$ cat src/shared/ttpu_pkg.sv
// Package of constants and types for the triple timer PWM unit
`default_nettype none
package ttpu_pkg;
   localparam int unsigned CNT_W         = 16;            // Counter and limit width
   localparam int unsigned CTRL_W        = 16;            // Control register width
   localparam int unsigned QUARTER_DIV   = 4;             // Count clock is clock over four
   localparam logic [2:0]  DIV_LAST      = 3'h3;          // Last phase of quarter divider
   localparam logic [3:0]  SAVE_DIV_RST  = 4'h0;          // Power-save divider reset value
   localparam logic [CNT_W-1:0] CNT_RST  = 16'h0000;      // Counter value after reset
   localparam logic [CTRL_W-1:0] CTRL_RST = 16'h0000;     // Control value after reset
   // Control field positions
   localparam int unsigned EN_BIT        = 15;            // Timer runs
   localparam int unsigned INT_BIT       = 13;            // Interrupt enable
   localparam int unsigned FLAG_BIT      = 5;             // Limit reached flag (read)
   localparam int unsigned ALT_BIT       = 1;             // Use both limits (duty cycle)
   localparam int unsigned CONT_BIT      = 0;             // Continuous operation
   localparam int unsigned PRE_BIT       = 3;             // Count prescale timer output
   typedef logic [CNT_W-1:0] ttpu_cnt_t;
   typedef logic [CTRL_W-1:0] ttpu_ctrl_t;
   // Phase of a duty-cycle timer
   typedef enum logic [1:0] {
      TTPU_PH_A = 2'b01,
      TTPU_PH_B = 2'b10
   } ttpu_phase_e;
endpackage
`default_nettype wire

$ cat src/hw/ttpu_top.sv
// Three timers: two duty-cycle timers with pins, one prescale timer
//
// Overview of operation
// - Timers advance at one quarter clock rate
// - Power save slows the count clock
// - Output high to first limit, low to second
// - Timers a,b have first and second limits
// - Prescale timer has one limit, no pins
// - Prescale timer output may feed a or b
// - Counters and limits are sixteen bits
// - Each timer has its own control register
// - Full count raises interrupt when enabled
// - Limit reached flag set, pollable by software
// - Current count readable without disturbing counting
`timescale 1ns/1ps
`default_nettype none
module ttpu_top (
   input  wire logic               clk,
   input  wire logic               srst,
   input  wire logic               power_save,      // Processor in power save
   input  wire logic [3:0]         save_div,        // Reduced clock divide ratio minus one
   input  wire logic [2:0]         ctrl_we,         // Control write strobes a, b, prescale
   input  wire ttpu_pkg::ttpu_ctrl_t ctrl_wdata,    // Control write data
   input  wire logic [2:0]         flag_clr,        // Clear limit reached flags
   input  wire ttpu_pkg::ttpu_cnt_t first_limit_a,  // Timer a first limit
   input  wire ttpu_pkg::ttpu_cnt_t second_limit_a, // Timer a second limit
   input  wire ttpu_pkg::ttpu_cnt_t first_limit_b,  // Timer b first limit
   input  wire ttpu_pkg::ttpu_cnt_t second_limit_b, // Timer b second limit
   input  wire ttpu_pkg::ttpu_cnt_t first_limit_p,  // Prescale timer limit
   output logic [2:0]              limit_reached_flag, // Sticky per-timer flags
   output logic [2:0]              irq,             // One-cycle interrupt requests
   output logic [1:0]              timer_out,       // Pins of timers a and b
   output ttpu_pkg::ttpu_cnt_t     count_a,         // Current counts, read freely
   output ttpu_pkg::ttpu_cnt_t     count_b,
   output ttpu_pkg::ttpu_cnt_t     count_p,
   output ttpu_pkg::ttpu_ctrl_t    timer_a_control, // Control readback
   output ttpu_pkg::ttpu_ctrl_t    timer_b_control,
   output ttpu_pkg::ttpu_ctrl_t    prescale_control
);
   import ttpu_pkg::*;

   // ************************************************************
   // Count clock enable
   // ************************************************************
   logic [2:0] qdiv;            // Quarter divider phase
   logic [3:0] sdiv;            // Power-save slow-down divider
   logic       tick;            // One-cycle count enable
   logic [2:0] next_qdiv;
   logic [3:0] next_sdiv;
   logic       next_tick;

   // Quarter rate; in power save only every save_div+1 quarter ticks pass
   always_comb begin
      next_qdiv = (qdiv == DIV_LAST) ? 3'h0 : qdiv + 3'h1;
      next_sdiv = sdiv;
      next_tick = 1'b0;
      if (qdiv == DIV_LAST) begin
         if (!power_save || sdiv >= save_div) begin
            next_sdiv = SAVE_DIV_RST;
            next_tick = 1'b1;
         end else begin
            next_sdiv = sdiv + 4'h1;
         end
      end
   end

   always_ff @(posedge clk) begin
      if (srst) begin
         qdiv <= 3'h0;
         sdiv <= SAVE_DIV_RST;
         tick <= 1'b0;
      end else begin
         qdiv <= next_qdiv;
         sdiv <= next_sdiv;
         tick <= next_tick;
      end
   end

   // ************************************************************
   // Timer state
   // ************************************************************
   ttpu_ctrl_t  ctrl  [3];       // Control registers a, b, prescale
   ttpu_cnt_t   cnt   [3];       // Counters
   ttpu_phase_e ph    [3];       // Which limit is being counted to
   logic [2:0]  done;            // Stopped after one shot
   logic [2:0]  hit;             // Full count this cycle
   logic [2:0]  flag;
   logic [2:0]  irq_r;
   logic [1:0]  pin;
   ttpu_ctrl_t  next_ctrl [3];
   ttpu_cnt_t   next_cnt  [3];
   ttpu_phase_e next_ph   [3];
   logic [2:0]  next_done;
   logic [2:0]  next_flag;
   logic [2:0]  next_irq;
   logic [1:0]  next_pin;
   ttpu_cnt_t   lim_a [3];       // First limit per timer
   ttpu_cnt_t   lim_b [3];       // Second limit per timer
   logic [2:0]  step;            // Count enable per timer

   assign lim_a[0] = first_limit_a;
   assign lim_b[0] = second_limit_a;
   assign lim_a[1] = first_limit_b;
   assign lim_b[1] = second_limit_b;
   assign lim_a[2] = first_limit_p;
   assign lim_b[2] = first_limit_p;

   // Prescale timer hits feed a or b when selected; its one limit only
   assign step[2] = tick;
   assign step[0] = ctrl[0][PRE_BIT] ? hit[2] : tick;
   assign step[1] = ctrl[1][PRE_BIT] ? hit[2] : tick;

   // A limit of zero counts as full range
   function automatic logic at_limit(input ttpu_cnt_t c, input ttpu_cnt_t l);
      at_limit = (c == l - 16'h0001);
   endfunction

   genvar gi;
   generate
      for (gi = 0; gi < 3; gi++) begin : g_hit
         // Full count: end of the last limit of the period
         assign hit[gi] = ctrl[gi][EN_BIT] && !done[gi] && step[gi]
            && at_limit(cnt[gi], (ph[gi] == TTPU_PH_A) ? lim_a[gi] : lim_b[gi])
            && (gi == 2 || !ctrl[gi][ALT_BIT] || ph[gi] == TTPU_PH_B);
      end
   endgenerate

   // Counting, phase, flags and interrupts
   always_comb begin
      for (int i = 0; i < 3; i++) begin
         next_ctrl[i] = ctrl[i];
         next_cnt[i]  = cnt[i];
         next_ph[i]   = ph[i];
         next_done[i] = done[i];
         next_flag[i] = flag[i];
         next_irq[i]  = 1'b0;
         if (ctrl_we[i]) begin
            next_ctrl[i] = ctrl_wdata;
            next_done[i] = 1'b0;
            next_ph[i]   = TTPU_PH_A;
            next_cnt[i]  = CNT_RST;
         end else if (ctrl[i][EN_BIT] && !done[i] && step[i]) begin
            if (at_limit(cnt[i], (ph[i] == TTPU_PH_A) ? lim_a[i] : lim_b[i])) begin
               next_cnt[i] = CNT_RST;
               if (i != 2 && ctrl[i][ALT_BIT] && ph[i] == TTPU_PH_A) begin
                  next_ph[i] = TTPU_PH_B;
               end else begin
                  next_ph[i]   = TTPU_PH_A;
                  next_done[i] = !ctrl[i][CONT_BIT];
               end
            end else begin
               next_cnt[i] = cnt[i] + 16'h0001;
            end
         end
         if (flag_clr[i]) begin
            next_flag[i] = 1'b0;
         end
         if (hit[i]) begin
            next_flag[i] = 1'b1;
            next_irq[i]  = ctrl[i][INT_BIT];
         end
      end
      // Pin high in first phase, low in second; single-limit mode toggles
      for (int j = 0; j < 2; j++) begin
         next_pin[j] = pin[j];
         if (!ctrl[j][EN_BIT]) begin
            next_pin[j] = 1'b0;
         end else if (ctrl[j][ALT_BIT]) begin
            next_pin[j] = (next_ph[j] == TTPU_PH_A);
         end else if (hit[j]) begin
            next_pin[j] = !pin[j];
         end
      end
   end

   always_ff @(posedge clk) begin
      if (srst) begin
         for (int i = 0; i < 3; i++) begin
            ctrl[i] <= CTRL_RST;
            cnt[i]  <= CNT_RST;
            ph[i]   <= TTPU_PH_A;
         end
         done  <= 3'h0;
         flag  <= 3'h0;
         irq_r <= 3'h0;
         pin   <= 2'h0;
      end else begin
         for (int i = 0; i < 3; i++) begin
            ctrl[i] <= next_ctrl[i];
            cnt[i]  <= next_cnt[i];
            ph[i]   <= next_ph[i];
         end
         done  <= next_done;
         flag  <= next_flag;
         irq_r <= next_irq;
         pin   <= next_pin;
      end
   end

   // ************************************************************
   // Outputs, all from flip-flops
   // ************************************************************
   always_comb begin
      limit_reached_flag = flag;
      irq                = irq_r;
      timer_out          = pin;
      count_a            = cnt[0];
      count_b            = cnt[1];
      count_p            = cnt[2];
      timer_a_control    = ctrl[0];
      timer_b_control    = ctrl[1];
      prescale_control   = ctrl[2];
      timer_a_control[FLAG_BIT]  = flag[0];
      timer_b_control[FLAG_BIT]  = flag[1];
      prescale_control[FLAG_BIT] = flag[2];
   end
endmodule
`default_nettype wire

$ cat config.mk
export PLATFORM = sky130hd
export DESIGN_NAME = ttpu_top
export DESIGN_NICKNAME = d
export VERILOG_FILES = /design/src/shared/ttpu_pkg.sv /design/src/hw/ttpu_top.sv
export SDC_FILE = /design/constraint.sdc
export NUM_CORES = 1
export LEC_CHECK = 0
export BUFFER_PORTS_ARGS = -buffer_cell sky130_fd_sc_hd__clkbuf_2
export CORE_AREA = 2 2 173 175
export DETAILED_ROUTE_END_ITERATION = 8
export DIE_AREA = 0 0 175 177
export GPL_TIMING_DRIVEN = 0
export HOLD_SLACK_MARGIN = 0.06
export MAX_ROUTING_LAYER = met4
export PLACE_DENSITY = 0.43
export RECOVER_POWER = 50
export SYNTH_ARGS = -nofsm -noshare
export SYNTH_HDL_FRONTEND = slang
export SYNTH_SLANG_ARGS = --single-unit
$ cat constraint.sdc
create_clock -name clk -period 5.48 [get_ports clk]
set_clock_uncertainty 0.05 [all_clocks]
set_input_delay 0 -clock clk [delete_from_list [all_inputs] [get_ports clk]]
set_output_delay 0 -clock clk [all_outputs]
set_load 0.05 [all_outputs]
=== Yosys cells after proc, flatten, opt, wreduce, memory -nomap -nowiden ===
Memory sizes are Yosys's and may differ from the RTL's.
Index checks and enable logic that the tools add are counted.

* $add $sub $neg: 8
* $lt $le $gt $ge: 1
* Multiply operators: 0
* Multiplexer cells: 51
* Bitwise operators: 17
* Reduce and logical (&&, ||, !) cells: 46
* Shifts and indexed selects: 0
* Eq/ne operators: 12
* Div/mod/pow operators: 0

{| class="wikitable"
|+ Operator list
! cell !! number
|-
| two-way mux 16 bit || 20
|-
| adder 16 x 1 -> 16 bit, second input constant || 3
|-
| equality test 16 bit || 3
|-
| subtractor 16 x 1 -> 16 bit, second input constant || 3
|-
| two-way mux 2 bit || 14
|-
| OR reduction 2 bit || 10
|-
| two-way mux 1 bit || 16
|-
| logical AND 1 bit || 13
|-
| zero test 1 bit || 11
|-
| nonzero test 2 bit || 5
|-
| OR 1 bit || 9
|-
| AND reduction 3 bit || 3
|-
| equality test 2 x 1 -> 1 bit, second input constant || 4
|-
| inverter 1 bit || 8
|-
| adder 4 x 1 -> 4 bit, second input constant || 1
|-
| equality test 2 bit, second input constant || 2
|-
| >= comparator 4 bit || 1
|-
| two-way mux 4 bit || 1
|-
| adder 3 x 1 -> 3 bit, second input constant || 1
|-
| equality test 3 x 2 -> 1 bit, second input constant || 1
|-
| logical OR 1 bit || 3
|-
| inequality test 3 bit, second input constant || 1
|-
| inequality test 2 bit, second input constant || 1
|-
| AND reduction 2 bit || 1
|}

* Bits in latches: 0
* Word-level logic and storage cells: 152
* Memory bits (read-only): 0
* Register bits after elaboration: 19
* Memories kept: 3
* RAM bits: 102
* Bits of input ports: 109

{| class="wikitable"
|+ Memories
! name !! depth !! width !! read ports !! clocked after Yosys merged registers in !! wr ports !! line !! text
|-
| cnt || 3 || 16 || 3 || 0 || 3 || ttpu_top.sv:83 || <nowiki>ttpu_cnt_t cnt [3];</nowiki>
|-
| ctrl || 3 || 16 || 3 || 0 || 3 || ttpu_top.sv:82 || <nowiki>ttpu_ctrl_t ctrl [3];</nowiki>
|-
| ph || 3 || 2 || 2 || 0 || 3 || ttpu_top.sv:84 || <nowiki>ttpu_phase_e ph [3];</nowiki>
|}

=== Longest topological paths before layout ===
* Depth after elaboration: 10
* Mapped depth: 19
* Mapped depth without buffers: 13

=== Worst setup path after synthesis ===
No wires, ideal clock.

* Path type: register -> register
* Start point: mem ph[0][1] in the netlist's numbering
* End point: mem cnt[0][13] in the netlist's numbering
* Setup time: 116 ps
* Setup slack: 1659 ps
* Path buffers: 5
* Period minus slack after synthesis: 3821 ps
* Stages on the path, launching flop included: 17
* Data required time: 5314 ps
* Arrival time: 3655 ps
* Cell sequence: edfxtp_1 nor2b_4 buf_6 buf_2 buf_2 mux2i_1 ha_1 inv_1 a2111oi_4 or4b_1 o211ai_2 a31oi_2 nor4b_4 nand2b_1 buf_2 buf_6 nor2_1

{| class="wikitable"
|+ RTL lines
! what !! line
|-
| start, declared || ttpu_top.sv:84
|-
| end, declared || ttpu_top.sv:83
|}

==> impl_results.md <==
* Grt ovf at 0
* Tcrit/Tclk final at 85.2%
* Pin count of the biggest net entering global routing at 17
* Status: complete, no violations
* Yosys warnings at 0
* RSZ-0062 raised after global routing: false
* Number of synthesized register bits at 116
* Avg Cell Area, Syn at 8.54 sq um
* Die W at 175 um
* Rel. slew slack at 42.0%
* Initial DRC count at 225
* Setup Crit Path Kind: register to register
* Final setup viols at 0
* PD cells at 252 nW/um^2
* Clock buffer depth at 2
* First-pass GRT wire length at 35.1 mm
* Critical path required time at 5720 ps
* Metal-1 WL at 10.9 mm
* Cell Rows at 63
* Initial Util at 24.4%
* PnR worst setup slack at 811 ps
* Post-Syn Instances at 837
* Critical path buffer and inverter count at 6
* Vias at 6659
* FF-to-FF Start: ph[0][0]
* Crit path DAT at 4910 ps
* Peak VDD IR at 180 uV
* CP delay by family, top: simple AND/OR/NAND/NOR gates
* I/O Buffers at 208
* CTS Buf Count at 17
* CTS tree: built
* Worst slew pin tran at 870 ps
* Vias in the first global route at 6350
* Overall power at 2.35 mW
* CP endpoint kind: register
* Hold/Removal Path Class: primary input to register
* Top Ports at 213
* Die H at 177 um
* Minimum clock period at 4670 ps
* Synth Flop Type: dfxtp_1
* Routed Antenna Nets at 0
* CTS sink cnt at 116
* Final Core Density at 31.9%
* Final max-slew violation count at 0
* Core outline area at 29200 sq um
* Place WS at 769 ps
* Nets at 1209
* Worst Setup Start Kind: register
* Critical Path Slowest Stage Cell: a2111oi_4
* Detailed Place HPWL at 17.9 mm
* Top Metal Used: met4
* 1st-pass router iterations at 4
* Final setup TNS at 0 ps
* Crit path max fanout at 10
* Seq/Total Area, Yosys at 33.0%
* Root Buffer: clkbuf_16
* Final WL at 22.6 mm
* Cell Area, Synth at 7150 sq um
* Critical Path Start: ph[0][0]
* Post-CTS Setup Inserts at 0
* Placed cells at 1438
* Met2 WL at 10.3 mm
* Fmax at 214 MHz
* Post-route insts no fill at 1489
* Die area at 31000 sq um
* Yosys cell types at 74
* N_diodes at 0
* Routability cong. at 0.819
* Worst path cell trace: nor2b_4, buf_6, buf_2, buf_2, mux2i_1, ha_1, inv_1, a2111oi_4, a31oi_1, nor4_1, nand4_1, nor4b_4, nand2b_1, buf_2, buf_6, nor2_1
* Share of cells above drive strength 1 at 15.7%
* Number of synthesized flops with an enable pin at 4
* Initial antenna violation count at 0
* Final Hold Vio Count at 0
* Slowest stage delay, CP at 570 ps
* Tot GR Track Use at 14.8%
* LEAKAGE at 3.74 nW
* Vias per inst at 4.47
* Routed wire per std cell at 15.2 um
* H-Tree Depth at 4
* Crit-path most repeated cell: buf_2
* Clock transition at path regs at 60 ps
* DRC at 0
* Max-capacitance violation count at 0
* HP Start: ctrl_we[2]
* Met3 routed WL at 1.23 mm
* Ys async rst share at 0%
* Skew-Pair Late Insertion Delay at 420 ps
* Area grow syn2layout at 30.5%
[worst min-delay path, delay by kind of cell]
family | cells | cell delay, ps
multiplexers | 1 | 190
AND/OR/NAND/NOR | 1 | 70
buffers and inverters | 1 | 260
[layout make-up]
type | count | area [sq um]
timing repair buffer | 228 | 1110
buffer | 36 | 193
multi-input combinational | 668 | 4530
clock buffer | 19 | 443
sequential | 116 | 2360
tap | 390 | 488
clock inverter | 12 | 129
inverter | 20 | 75.1
fill | 3151 | 19900
[stage by stage]
step | hold slack (ps) | instance area (sq um)
after global routing | 149 | 9330
final | 105 | 9330
after global placement | 224 | 8690
after detailed placement | 229 | 8690
after CTS | 88.3 | 9460
after floorplan | 94.7 | 7160
[layout by cell type (no fill, tap or decap), drive strengths merged, types with 12 or more instances in the layout]
master	synthesis	routed
clkbuf	16	246
nor2	151	151
dfxtp	112	112
mux2i	88	88
xnor2	53	53
xor2	47	47
nand2	43	43
nand3	33	33
a21oi	27	27
inv	20	23
o21ai	23	23
dlygate4sd3	0	20
nand4	17	17
buf	20	17
and3	16	16
nor3	15	15
nor3b	14	14
ha	13	13
nand2b	12	12
nor2b	12	12
or3	12	12
[path summary, 6_finish.rpt]
kind / end / slack (ps) / depth (start not counted)
worst min-delay path: ctrl[0][33] / 100 / 3
worst max-delay path: cnt[0][5] / 810 / 16
worst max register to register: cnt[0][5] / 810 / 16
worst min register to register: qdiv[0] / 380 / 1
[flip-flops by register name (all words and copies together), names as in the netlist]
name and cells:
sdiv 4, irq 3, done 3, cnt 48
ctrl 45, limit_reached_flag 3, qdiv 3, ph 4
tick 1, timer_out 2
[where the power goes]
part	switching, mW	internal [mW]	total (mW)
clock network	0.412	0.678	1.09
registers	0.0160	0.872	0.888
logic	0.238	0.138	0.376
total	0.666	1.69	2.35
[synthesized netlist by cell type, drive strengths merged (3+ instances only)]
cell | instances | area, sq um
and3b | 4 | 35.0
a31oi | 6 | 50.0
nor4b | 5 | 71.3
ha | 13 | 163
or4b | 4 | 40.0
inv | 20 | 75.1
xor2 | 47 | 412
nand2 | 43 | 164
or3 | 12 | 80.1
or2 | 4 | 25.0
o211ai | 3 | 27.5
o31ai | 6 | 45.0
dfxtp | 112 | 2240
mux2 | 4 | 45.0
nor2 | 151 | 567
nand2b | 12 | 75.1
edfxtp | 4 | 120
nand3 | 33 | 165
nor4 | 6 | 58.8
buf | 20 | 133
nor3 | 15 | 75.1
xnor2 | 53 | 464
clkbuf | 16 | 60.1
and2 | 5 | 31.3
nor3b | 14 | 110
o31a | 3 | 26.3
nor2b | 12 | 82.6
o21ai | 23 | 115
a21oi | 27 | 135
and4 | 5 | 43.8
mux2i | 88 | 885
nand3b | 4 | 30.0
and3 | 16 | 100
nand4 | 17 | 113
[layer usage]
layer,global-route usage (%),vias to the layer above
li1,-,3414
met4,3.09,0
met3,3.44,8
met2,23.4,157
met5,-,-
met1,19.4,3080
[logic make-up after synthesis]
| logic type | count (synthesis) | synth area share [%] |
|---|---|---|
| and+or+nand+nor | 372 | 27.4 |
| AOI/OAI and AO/OA | 87 | 8.26 |
| xor gates and xnor gates | 100 | 12.3 |
| buffers and inverters | 56 | 3.75 |
| adders and majority gates | 13 | 2.28 |
| muxes | 92 | 13.0 |
| DFF | 116 | 33.0 |
| other | 1 | 0.0525 |
[timing repair]
action	4_1_cts	5_1_grt
hold buffers	20	0
endpoints found under the hold margin	66	0
resized for setup	0	0
Note: power is estimated with default switching activity, not from simulation.
